### config.mk
export PLATFORM = sky130hd
export DESIGN_NAME = mrrm_top
export DESIGN_NICKNAME = d
export VERILOG_FILES = /design/src/rtl/mrrm_pkg.sv /design/src/rtl/mrrm_pulse_if.sv /design/src/rtl/mrrm_pulse.sv /design/src/rtl/mrrm_top.sv
export SDC_FILE = /design/constraint.sdc
export NUM_CORES = 1
export LEC_CHECK = 0
export ABC_AREA = 0
export ABC_CLOCK_PERIOD_IN_PS = 5130
export BUFFER_PORTS_ARGS = -buffer_cell sky130_fd_sc_hd__buf_2
export CAP_MARGIN = 20
export CELL_PAD_IN_SITES_DETAIL_PLACEMENT = 1
export CELL_PAD_IN_SITES_GLOBAL_PLACEMENT = 1
export CORE_ASPECT_RATIO = 2
export CORE_MARGIN = 8
export CORE_UTILIZATION = 49
export CTS_CLUSTER_SIZE = 30
export DETAILED_ROUTE_END_ITERATION = 6
export GPL_ROUTABILITY_DRIVEN = 0
export GPL_TIMING_DRIVEN = 0
export PLACE_DENSITY = 0.89
export SLEW_MARGIN = 25
export SYNTH_ARGS = -nofsm -noshare
export SYNTH_HDL_FRONTEND = slang
export SYNTH_HIERARCHICAL = 1
export SYNTH_SLANG_ARGS = --single-unit
### constraint.sdc
create_clock -name sys_clk -period 5.13 [get_ports sys_clk]
set_clock_uncertainty 0.2 [all_clocks]
set_input_delay 1.026 -clock sys_clk [delete_from_list [all_inputs] [get_ports sys_clk]]
set_output_delay 1.026 -clock sys_clk [all_outputs]
set_load 0.05 [all_outputs]
### src/rtl/mrrm_pkg.sv
// Constants for the release, restart and mute wrapper
// Summary of operation
// - Monitoring error forces release low, flags error
// - Reset/restart needs low-high-low, debounce-long high
// - High phase over thirty seconds is rejected
// - Shortest debounce: no minimum width, one cycle
// - Debounce may demand 100 or 350 ms
// - Reset pending once error cause has cleared
// - Pending indication steady or flashing
// - Manual mode raises restart pending first
// - Valid restart while pending grants release
// - Restart after confirmation is ignored
// - Falling edge without rising edge rejected
// - Automatic mode releases without restart
// - Restart under bypass moves to regular run
// - Mute rise holds release, fall returns it
// - Mute holds only releases already active
// - Mute input is taken without debounce
// - Restart pending, mute, bypass, restart, errors optional
// - Time limit ends mute, at most 7200 s
// - Mute high at startup does not mute
// - Bypass rise grants release, fall returns it
package mrrm_pkg;
	// ==========================================
	// Timebase
	localparam int CLK_NS = 5;
	localparam int TICK_NS = 1000000;
	localparam int TICK_CYC = TICK_NS / CLK_NS;
	localparam int MS_W = 23;
	// ==========================================
	// Pulse and limit times in ms ticks, PULSE_MAX_S and TLIM_MAX_S in s
	localparam int DEB100_MS = 100;
	localparam int DEB350_MS = 350;
	localparam int PULSE_MAX_S = 30;
	localparam int PULSE_MAX_MS = PULSE_MAX_S * 1000;
	localparam int TLIM_MAX_S = 7200;
	localparam int TLIM_MAX_MS = TLIM_MAX_S * 1000;
	localparam int FLASH_MS = 500;
	localparam logic [MS_W-1:0] TLIM_RST = 23'h0003e8;
	// ==========================================
	// Register map
	localparam logic [7:0] REG_CTRL = 8'h00;
	localparam logic [7:0] REG_TLIM = 8'h04;
	localparam logic [7:0] REG_STAT = 8'h08;
	localparam int CTRL_W = 9;
	localparam logic [CTRL_W-1:0] CTRL_RST = 9'h000;
	localparam int CB_MANUAL = 0;
	localparam int CB_DEB = 1;
	localparam int CB_FLASH = 3;
	localparam int CB_MUTE = 4;
	localparam int CB_BYP = 5;
	localparam int CB_RPEND = 6;
	localparam int CB_ERR = 7;
	localparam int CB_TLIM = 8;
	localparam logic [1:0] DEB_1 = 2'h0;
	localparam logic [1:0] DEB_100 = 2'h1;
	localparam logic [1:0] RESP_OK = 2'h0;
	localparam logic [1:0] RESP_ERR = 2'h2;
	// ==========================================
	// Release sequencing states
	typedef enum logic [1:0] {
		ST_OFF = 2'b00,
		ST_PEND = 2'b01,
		ST_RUN = 2'b10
	} mrrm_state_t;
endpackage : mrrm_pkg

### src/rtl/mrrm_pulse_if.sv
// Operator pulse level and its verdicts
`timescale 1ns/1ps
interface mrrm_pulse_if;
	logic lvl;
	logic ok;
	logic bad;
	modport chk (input lvl, output ok, output bad);
	modport usr (output lvl, input ok, input bad);
endinterface : mrrm_pulse_if

### src/rtl/mrrm_pulse.sv
// Low-high-low pulse width checker
`timescale 1ns/1ps
module mrrm_pulse (
	// Clock and reset
	input wire logic sys_clk,
	input wire logic nrst,
	// Timebase and least width
	input wire logic tick,
	input wire logic [mrrm_pkg::MS_W-1:0] min_ms,
	// Pulse level and verdicts
	mrrm_pulse_if.chk p
);
	import mrrm_pkg::*;
	logic prev_reg;
	logic armed_reg;
	logic [MS_W-1:0] wid_reg;
	logic ok_reg;
	logic bad_reg;
	wire rise = p.lvl & ~prev_reg;
	wire fall = ~p.lvl & prev_reg;
	wire over = wid_reg > MS_W'(PULSE_MAX_MS);
	wire grow = p.lvl & tick & ~over;
	wire wide = wid_reg >= min_ms;
	// too long a high phase fails
	wire good = armed_reg & wide & ~over;
	always_ff @(posedge sys_clk) begin
		if (!nrst) begin
			prev_reg <= 1'b1;
			armed_reg <= 1'b0;
			wid_reg <= '0;
			ok_reg <= 1'b0;
			bad_reg <= 1'b0;
		end else begin
			prev_reg <= p.lvl;
			ok_reg <= fall & good;
			bad_reg <= fall & ~good;
			if (rise) begin
				armed_reg <= 1'b1;
				wid_reg <= '0;
			end else if (fall) begin
				armed_reg <= 1'b0;
			end else if (grow) begin
				wid_reg <= wid_reg + MS_W'(1);
			end
		end
	end
	assign p.ok = ok_reg;
	assign p.bad = bad_reg;
endmodule : mrrm_pulse

### src/rtl/mrrm_top.sv
// Release, reset, restart and mute control
`timescale 1ns/1ps
module mrrm_top #(
	parameter int TICK_CYC = mrrm_pkg::TICK_CYC
) (
	// Clock and reset
	input wire logic sys_clk,
	input wire logic nrst,
	// AXI4-Lite write
	input wire logic [7:0] s_axi_awaddr,
	input wire logic s_axi_awvalid,
	output logic s_axi_awready,
	input wire logic [31:0] s_axi_wdata,
	input wire logic [3:0] s_axi_wstrb,
	input wire logic s_axi_wvalid,
	output logic s_axi_wready,
	output logic [1:0] s_axi_bresp,
	output logic s_axi_bvalid,
	input wire logic s_axi_bready,
	// AXI4-Lite read
	input wire logic [7:0] s_axi_araddr,
	input wire logic s_axi_arvalid,
	output logic s_axi_arready,
	output logic [31:0] s_axi_rdata,
	output logic [1:0] s_axi_rresp,
	output logic s_axi_rvalid,
	input wire logic s_axi_rready,
	// Operator and control inputs
	input wire logic reset_in,
	input wire logic restart_in,
	input wire logic mute_in,
	input wire logic bypass_in,
	// Evaluation side
	input wire logic eval_release,
	input wire logic mon_err,
	// Outputs
	output logic release_out,
	output logic error_out,
	output logic reset_pend_out,
	output logic restart_pend_out
);
	import mrrm_pkg::*;

	// ==========================================
	// Registers and state
	logic [CTRL_W-1:0] ctrl_reg;
	logic [MS_W-1:0] tlim_reg;
	logic [31:0] tick_cnt_reg;
	logic tick_reg;
	logic [MS_W-1:0] blink_cnt_reg;
	logic blink_reg;
	logic err_reg;
	logic err_next;
	mrrm_state_t st_reg;
	mrrm_state_t st_next;
	logic mute_prev_reg;
	logic byp_prev_reg;
	logic muted_reg;
	logic byp_reg;
	logic [MS_W-1:0] lim_cnt_reg;
	logic rel_reg;
	logic errf_reg;
	logic rspend_reg;
	logic rtpend_reg;

	// ==========================================
	// Configuration fields
	wire manual = ctrl_reg[CB_MANUAL];
	wire [1:0] deb_sel = ctrl_reg[CB_DEB +: 2];
	wire flash = ctrl_reg[CB_FLASH];
	wire use_mute = ctrl_reg[CB_MUTE];
	wire use_byp = ctrl_reg[CB_BYP];
	wire use_rpend = ctrl_reg[CB_RPEND];
	wire use_err = ctrl_reg[CB_ERR];
	wire lim_en = ctrl_reg[CB_TLIM];

	// ==========================================
	// Millisecond timebase and blinker
	wire tick_wrap = tick_cnt_reg == 32'(TICK_CYC - 1);
	wire blink_wrap = blink_cnt_reg == MS_W'(FLASH_MS - 1);
	always_ff @(posedge sys_clk) begin
		if (!nrst) begin
			tick_cnt_reg <= 32'h0;
			tick_reg <= 1'b0;
		end else begin
			tick_cnt_reg <= tick_wrap ? 32'h0 : tick_cnt_reg + 32'h1;
			tick_reg <= tick_wrap;
		end
	end
	always_ff @(posedge sys_clk) begin
		if (!nrst) begin
			blink_cnt_reg <= '0;
			blink_reg <= 1'b0;
		end else if (tick_reg) begin
			blink_cnt_reg <= blink_wrap ? '0 : blink_cnt_reg + MS_W'(1);
			blink_reg <= blink_reg ^ blink_wrap;
		end
	end

	// ==========================================
	// Pulse checkers
	mrrm_pulse_if rs_if ();
	mrrm_pulse_if rt_if ();
	wire [MS_W-1:0] min_ms = (deb_sel == DEB_1) ? '0
		: (deb_sel == DEB_100) ? MS_W'(DEB100_MS) : MS_W'(DEB350_MS);
	// Restart level unmasked, so a config write makes no false edge
	assign rs_if.lvl = reset_in;
	assign rt_if.lvl = restart_in;
	mrrm_pulse u_rs_chk (
		.sys_clk(sys_clk),
		.nrst(nrst),
		.tick(tick_reg),
		.min_ms(min_ms),
		.p(rs_if.chk)
	);
	mrrm_pulse u_rt_chk (
		.sys_clk(sys_clk),
		.nrst(nrst),
		.tick(tick_reg),
		.min_ms(min_ms),
		.p(rt_if.chk)
	);
	wire rs_ok = rs_if.ok;
	// restart verdict only in manual mode
	wire rt_ok = rt_if.ok & manual;

	// ==========================================
	// Error latch
	// set wins over the reset pulse
	assign err_next = mon_err | (err_reg & ~rs_ok);
	wire fault = err_reg | mon_err;

	// ==========================================
	// Mute and bypass edges
	// mute used as it arrives
	wire mute_on = use_mute & mute_in;
	wire byp_on = use_byp & bypass_in;
	wire mute_rise = mute_on & ~mute_prev_reg;
	wire mute_fall = ~mute_on & mute_prev_reg;
	wire byp_rise = byp_on & ~byp_prev_reg;
	wire byp_fall = ~byp_on & byp_prev_reg;
	wire expire = lim_en & (lim_cnt_reg >= tlim_reg);
	wire held = muted_reg | byp_reg;
	wire mute_set = mute_rise & rel_reg & ~fault;
	always_ff @(posedge sys_clk) begin
		if (!nrst) begin
			mute_prev_reg <= 1'b1;
			byp_prev_reg <= 1'b1;
		end else begin
			mute_prev_reg <= mute_on;
			byp_prev_reg <= byp_on;
		end
	end
	always_ff @(posedge sys_clk) begin
		if (!nrst) begin
			muted_reg <= 1'b0;
		end else begin
			muted_reg <= mute_set | (muted_reg & ~mute_fall
				& ~expire & ~fault);
		end
	end
	always_ff @(posedge sys_clk) begin
		if (!nrst) begin
			byp_reg <= 1'b0;
		end else begin
			byp_reg <= (byp_rise & ~fault) | (byp_reg & ~byp_fall
				& ~expire & ~fault);
		end
	end
	always_ff @(posedge sys_clk) begin
		if (!nrst) begin
			lim_cnt_reg <= '0;
		end else if (!held) begin
			lim_cnt_reg <= '0;
		end else if (tick_reg && !expire) begin
			lim_cnt_reg <= lim_cnt_reg + MS_W'(1);
		end
	end

	// ==========================================
	// Release sequencing
	always_comb begin
		st_next = st_reg;
		unique case (st_reg)
			ST_OFF: begin
				if (!manual && eval_release) begin
					st_next = ST_RUN;
				end else if (manual && byp_reg && rt_ok) begin
					st_next = ST_RUN;
				end else if (manual && eval_release) begin
					st_next = ST_PEND;
				end
			end
			ST_PEND: begin
				if (rt_ok || !manual) begin
					st_next = ST_RUN;
				end else if (!eval_release && !byp_reg) begin
					st_next = ST_OFF;
				end
			end
			ST_RUN: begin
				if (!eval_release && !byp_reg) begin
					st_next = ST_OFF;
				end
			end
			default: begin
				st_next = ST_OFF;
			end
		endcase
		if (fault) begin
			st_next = ST_OFF;
		end
	end
	wire run_rel = (st_reg == ST_RUN) & (eval_release | byp_reg);
	wire rel_next = ~fault & (run_rel | held);
	wire rs_pend = err_reg & ~mon_err;
	wire rt_pend = use_rpend & manual & (st_reg == ST_PEND) & ~fault;
	wire show = ~flash | blink_reg;

	// ==========================================
	// Outputs, all from flip-flops
	// everything low after reset
	always_ff @(posedge sys_clk) begin
		if (!nrst) begin
			err_reg <= 1'b0;
			st_reg <= ST_OFF;
			rel_reg <= 1'b0;
			errf_reg <= 1'b0;
			rspend_reg <= 1'b0;
			rtpend_reg <= 1'b0;
		end else begin
			err_reg <= err_next;
			st_reg <= st_next;
			rel_reg <= rel_next;
			errf_reg <= use_err & fault;
			// pending once the cause is gone
			rspend_reg <= rs_pend & show;
			rtpend_reg <= rt_pend & show;
		end
	end
	assign release_out = rel_reg;
	assign error_out = errf_reg;
	assign reset_pend_out = rspend_reg;
	assign restart_pend_out = rtpend_reg;

	// ==========================================
	// AXI4-Lite slave
	logic aw_hold_reg;
	logic w_hold_reg;
	logic [7:0] awaddr_reg;
	logic [31:0] wdata_reg;
	logic [3:0] wstrb_reg;
	logic bvalid_reg;
	logic [1:0] bresp_reg;
	logic rvalid_reg;
	logic [1:0] rresp_reg;
	logic [31:0] rdata_reg;
	assign s_axi_awready = ~aw_hold_reg & ~bvalid_reg;
	assign s_axi_wready = ~w_hold_reg & ~bvalid_reg;
	assign s_axi_arready = ~rvalid_reg;
	wire aw_take = s_axi_awvalid & s_axi_awready;
	wire w_take = s_axi_wvalid & s_axi_wready;
	wire wr_go = aw_hold_reg & w_hold_reg & ~bvalid_reg;
	wire ar_take = s_axi_arvalid & s_axi_arready;
	wire [31:0] wmask = {{8{wstrb_reg[3]}}, {8{wstrb_reg[2]}},
		{8{wstrb_reg[1]}}, {8{wstrb_reg[0]}}};
	wire wr_ctrl = wr_go & (awaddr_reg == REG_CTRL);
	wire wr_tlim = wr_go & (awaddr_reg == REG_TLIM);
	wire wr_map = (awaddr_reg == REG_CTRL) | (awaddr_reg == REG_TLIM)
		| (awaddr_reg == REG_STAT);
	wire [31:0] ctrl_word = {{(32-CTRL_W){1'b0}}, ctrl_reg};
	wire [31:0] tlim_word = {{(32-MS_W){1'b0}}, tlim_reg};
	wire [31:0] ctrl_mrg = (ctrl_word & ~wmask) | (wdata_reg & wmask);
	wire [31:0] tlim_mrg = (tlim_word & ~wmask) | (wdata_reg & wmask);
	wire [31:0] tlim_cap = (tlim_mrg > 32'(TLIM_MAX_MS))
		? 32'(TLIM_MAX_MS) : tlim_mrg;
	wire [31:0] stat_word = {24'h0, st_reg, byp_reg, muted_reg,
		rtpend_reg, rspend_reg, err_reg, rel_reg};
	wire rd_ctrl = s_axi_araddr == REG_CTRL;
	wire rd_tlim = s_axi_araddr == REG_TLIM;
	wire rd_stat = s_axi_araddr == REG_STAT;
	wire rd_map = rd_ctrl | rd_tlim | rd_stat;
	wire [31:0] rd_word = rd_ctrl ? ctrl_word : rd_tlim ? tlim_word
		: rd_stat ? stat_word : 32'h0;
	always_ff @(posedge sys_clk) begin
		if (!nrst) begin
			aw_hold_reg <= 1'b0;
			w_hold_reg <= 1'b0;
			awaddr_reg <= 8'h00;
			wdata_reg <= 32'h0;
			wstrb_reg <= 4'h0;
		end else begin
			if (aw_take) begin
				aw_hold_reg <= 1'b1;
				awaddr_reg <= s_axi_awaddr;
			end else if (wr_go) begin
				aw_hold_reg <= 1'b0;
			end
			if (w_take) begin
				w_hold_reg <= 1'b1;
				wdata_reg <= s_axi_wdata;
				wstrb_reg <= s_axi_wstrb;
			end else if (wr_go) begin
				w_hold_reg <= 1'b0;
			end
		end
	end
	always_ff @(posedge sys_clk) begin
		if (!nrst) begin
			ctrl_reg <= CTRL_RST;
			tlim_reg <= TLIM_RST;
		end else begin
			if (wr_ctrl) begin
				ctrl_reg <= ctrl_mrg[CTRL_W-1:0];
			end
			if (wr_tlim) begin
				tlim_reg <= tlim_cap[MS_W-1:0];
			end
		end
	end
	always_ff @(posedge sys_clk) begin
		if (!nrst) begin
			bvalid_reg <= 1'b0;
			bresp_reg <= RESP_OK;
		end else if (wr_go) begin
			bvalid_reg <= 1'b1;
			bresp_reg <= wr_map ? RESP_OK : RESP_ERR;
		end else if (s_axi_bready) begin
			bvalid_reg <= 1'b0;
		end
	end
	always_ff @(posedge sys_clk) begin
		if (!nrst) begin
			rvalid_reg <= 1'b0;
			rresp_reg <= RESP_OK;
			rdata_reg <= 32'h0;
		end else if (ar_take) begin
			rvalid_reg <= 1'b1;
			rresp_reg <= rd_map ? RESP_OK : RESP_ERR;
			rdata_reg <= rd_word;
		end else if (s_axi_rready) begin
			rvalid_reg <= 1'b0;
		end
	end
	assign s_axi_bvalid = bvalid_reg;
	assign s_axi_bresp = bresp_reg;
	assign s_axi_rvalid = rvalid_reg;
	assign s_axi_rresp = rresp_reg;
	assign s_axi_rdata = rdata_reg;
endmodule : mrrm_top

======== Word level (Yosys, flattened, before mapping) ========
Cells that the tools add are included.
W data, S select, Z words.
operators by class
  reduce and logical (&&, ||, !) cells .... 28
  magnitude comparators ................... 6
  equality and inequality tests ........... 10
  div/mod/pow operators ................... 0
  add/subtract/negate cells ............... 5
  multipliers ............................. 0
  muxes and demuxes ....................... 26
  bitwise logic cells ..................... 93
  shift-type cells ........................ 0
operators by type and width
  kind                     number
  $add A23 B1 Y23 const B  4
  $mux W23                 4
  $and A1 B1 Y1            50
  $ge A23 B9 Y1            2
  $gt A23 B15 Y1 const B   2
  $add A32 B1 Y32 const B  1
  $and A23 B32 Y32         1
  $and A32 B32 Y32         1
  $eq A32 B18 Y1 const B   1
  $gt A32 B23 Y1 const B   1
  $not A32 Y32             1
  $or A32 B32 Y32          1
  $not A1 Y1               24
  $eq A23 B9 Y1 const B    1
  $ge A23 B23 Y1           1
  $mux W9                  2
  $eq A8 B3 Y1 const B     2
  $eq A8 B4 Y1 const B     2
  $logic_not A8 Y1         2
  $mux W2                  7
  $or A1 B1 Y1             12
  $reduce_bool A2 Y1       6
  $mux W1                  11
  $and A9 B9 Y9            1
  13 further kinds         28
word-level totals
  logic and storage cells ................. 203
  memories kept ........................... 0
  memory bits (read-only) ................. 0
  RAM bits ................................ 0
  latch bits .............................. 0
  input bits .............................. 65
  register bits after elaboration ......... 259
  output and inout port bits .............. 45

======== Depth between registers and ports, before layout ========
  word-level depth ........................ 8
  gate-level depth with buffers ........... 10
  mapped depth without buffers ............ 8

======== By module ========
Netlist, hierarchy kept.
by module, submodules not included
  module      cells an instance  area each (um2)  seq. area each (um2)  instances
  mrrm_top    1075               8931.1           3923.8                1
  mrrm_pulse  216                1793.0           540.5                 2

======== Worst setup path before layout ========
OpenSTA, ideal clock, no wires.
  kind .................................... input to register
  start point ............................. input port reset_in
  end point ............................... register u_rs_chk.wid_reg[11]
  buffers on the path ..................... 1
  stages .................................. 7
  path slack .............................. 2.252 ns
  arrival ................................. 2.619 ns
  data required time ...................... 4.871 ns
  setup time .............................. 0.059 ns
  cell sequence ........................... inv_1 -> ha_1 -> and3b_1 -> or4b_4 -> buf_6 -> or4_1 -> nand2_1
between the ends
  longest elaborated chain between the ends .. 4
  elaborated cells on any way between the ends .. 8
  those cells by class .................... 6 x bitwise; 2 x reduce/logical
ends and longest elaborated chain
  element                             RTL line          RTL
  start, declared                     mrrm_top.sv:29    input wire logic reset_in,
  $not A1 Y1                          mrrm_pulse.sv:20  wire fall = ~p.lvl & prev_reg;
  $and A1 B1 Y1                       mrrm_pulse.sv:20
  $not A1 Y1 (no source line)         n/a
  $reduce_and A2 Y1 (no source line)  n/a
  end signal, assigned                mrrm_pulse.sv:43  wid_reg <= wid_reg + MS_W'(1);
  end, declared                       mrrm_pulse.sv:16  logic [MS_W-1:0] wid_reg;
Several ways; a longest one is shown, not always the timed one.
A chain may end at the register's enable or synchronous reset.

======== Worst setup path after layout ========
  start point ............................. register tlim_reg[21]
  end point ............................... register lim_cnt_reg[1]
between the ends
  longest elaborated chain between the ends .. 4
ends and longest elaborated chain
  element                 RTL line         RTL
  start, declared         mrrm_top.sv:47   logic [MS_W-1:0] tlim_reg;
  start signal, assigned  mrrm_top.sv:317  tlim_reg <= tlim_cap[MS_W-1:0];
  $ge A23 B23 Y1          mrrm_top.sv:142  wire expire = lim_en & (lim_cnt_reg >= tlim_reg);
  $and A1 B1 Y1           mrrm_top.sv:142
  $logic_not A1 Y1        mrrm_top.sv:175  end else if (tick_reg && !expire) begin
  $logic_and A1 B1 Y1     mrrm_top.sv:175
  end signal, assigned    mrrm_top.sv:176  lim_cnt_reg <= lim_cnt_reg + MS_W'(1);
  end, declared           mrrm_top.sv:60   logic [MS_W-1:0] lim_cnt_reg;
No other way between the ends.

==> run_results.csv <==
group,metric,value,unit
grt,track_usage,27.0,%
finish,final_cell_mix,"248 x dfxtp_1, 207 x nand2_1, 156 x a21oi_1, 105 x buf_2",
clock_network,clkSinkCount,248,
floorplan,initial_core_util,49.7,%
power_and_ir_drop,seqPwrFrac,48.4,%
sta,drv_slew,0,
finish,final_nets,1812,
power_and_ir_drop,powerDensity,288,nW/um^2
detailed_routing,vias_per_cell,5.98,
placed_design,dp_hpwl,32.0,mm
clock_network,cts_setup_buffers,0,
clock_network,cts_resized,0,
setup_path,cp.arrival,3.84,ns
setup_path,worst_path_max_delay_cell,"nor3_1",
detailed_routing,finalWirelength,41.8,mm
grt,grt_pass1_wl,66.8,mm
min_path,hold_start,"tick_cnt_reg[0]",
setup_path,endpoint_kind,"register",
job,drv_cap,0,
synthesis,syn_inst,1501,
floorplan,die_x,129,um
setup_path,reg2reg_setup_slack,1.48,ns
clock_network,cts_hold_buf,0,
clock_network,clk_path_buf_depth,3,
sta,fmax,274,MHz
setup_path,reg2reg_depth,10,
sta,maxSlewHeadroom,33.8,%
placed_design,port_buffers,98,
sta,finalSetupViolations,0,
finish,area_growth,15.0,%
setup_path,crit_path_start_kind,"register",
power_and_ir_drop,clock_power_share,44.0,%
power_and_ir_drop,p_sw,1.05,mW
setup_path,path_max_fanout,10,
floorplan,dieArea,31000,um^2
detailed_routing,num_vias,12100,
floorplan,floorplan.io_pins,110,
setup_path,crit_top_cell,"clkbuf_1",
setup_path,crit_required,5.33,ns
setup_path,crit-reg2reg-launch,"tlim_reg[21]",
grt,grt_antenna_before_repair,1,
floorplan,core,25000,um^2
status,status,"finished, final reports clean",
clock_network,root_buffer,"clkbuf_16",
finish,mostFrequentLayoutCell,"dfxtp_1",
setup_path,cp_top_family,"buffers and inverters",
power_and_ir_drop,p_int,3.07,mW
min_path,hp-class,"reg2reg",
synthesis,yosysWarningCount,6,
min_path,hold_end,"tick_cnt_reg[0]",
detailed_routing,drt_iter0_drc,611,
power_and_ir_drop,power.total,4.12,mW
power_and_ir_drop,peakVddDrop,0.000239,V
setup_path,critPathBufInv,3,
detailed_routing,remaining_drc_errors,0,
detailed_routing,firstDrtPassIters,5,
grt,grt_max_degree,15,
grt,grt_overflow,0,
synthesis,syn_area_per_cell,8.29,um^2
clock_network,cts_buffers,24,
power_and_ir_drop,switching_share,25.5,%
floorplan,num_rows,82,
sta,finalCritPeriodShare,71.1,%
power_and_ir_drop,power.leakage,5.60,nW
detailed_routing,ant_nets,0,
sta,finalHoldViolCount,0,
detailed_routing,avgRoutedWirePerCell,20.7,um
floorplan,die_h,241,um
setup_path,max_stage_delay,0.49,ns
sta,rsz0062_at_grt,"false",
sta,worst_pin_slew,0.985,ns
sta,timing.setup.tns,0,ns
setup_path,r2r_end,"lim_cnt_reg[1]",
clock_network,cts_tree,"built",
grt,grt_pass1_vias,13300,
clock_network,htree_levels,1,
setup_path,path_class,"reg2reg",
setup_path,crit_chain,"inv_1 > ha_1 > nand4_1 > nor3_1 > o311a_1 > o32a_1 > clkbuf_1 > clkbuf_1 > mux2i_1 > nor2_1",
synthesis,syn_area,12400,um^2
clock_network,clk_pin_slew,0.07,ns
sta,period_needed,3.65,ns
min_path,min_path_cells,1,
finish,drive_gt1_share,11.5,%
clock_network,clock_latency,0.54,ns
power_and_ir_drop,power_frac_comb,7.5,%
[cell type report]
class                           instances  area (um^2)
Tap cell                              336          420
Clock inverter                          7         71.3
Buffer                                 74          345
Inverter                              103          387
Antenna cell                            1         2.50
Clock buffer                           35          713
Timing Repair Buffer                   98          490
Sequential cell                       248         4960
Multi-Input combinational cell       1118         6900
Fill cell                            3164        10700
[worst max path at each step]
stage | from | endpoint | cells after the start
after floorplan | reset_in | u_rs_chk/wid_reg[11] | 7
after global placement | nrst | s_axi_bresp[1] | 6
after detailed placement | nrst | err_reg | 6
after CTS | tlim_reg[21] | lim_cnt_reg[1] | 10
after global routing | tlim_reg[21] | lim_cnt_reg[1] | 10
final | tlim_reg[21] | lim_cnt_reg[1] | 10
[metal layers]
layer	GRT usage (%)	share of wire, %	wire length [um]
met4	20.7	7.5	3120
met1	22.4	32	13300
met2	54.4	57	23700
met3	4.08	3.8	1600
met5	0	0	0
[power by group through the flow]
stage | clock network, mW | registers, mW | logic [mW]
6_report | 1.81 | 1.99 | 0.310
5_1_grt | 1.91 | 2.00 | 0.338
3_3_place_gp | 0 | 2.03 | 0.293
3_5_place_dp | 0 | 2.04 | 0.303
2_1_floorplan | 0 | 2.05 | 0.177
4_1_cts | 1.83 | 1.99 | 0.306
[stage by stage]
step	hold WS (ns)	std cells	utilization, %	setup slack (ns)	area (um^2)
final	0.252	2020	57.1	1.48	14300
after global routing	0.279	2020	57.1	1.29	14300
after CTS	0.251	2019	57.1	1.49	14300
after detailed placement	0.243	1977	53.9	1.51	13500
after global placement	0.220	1977	53.9	1.52	13500
after floorplan	0.213	1543	-	2.27	12600
Power figures use the tool's default switching activity.
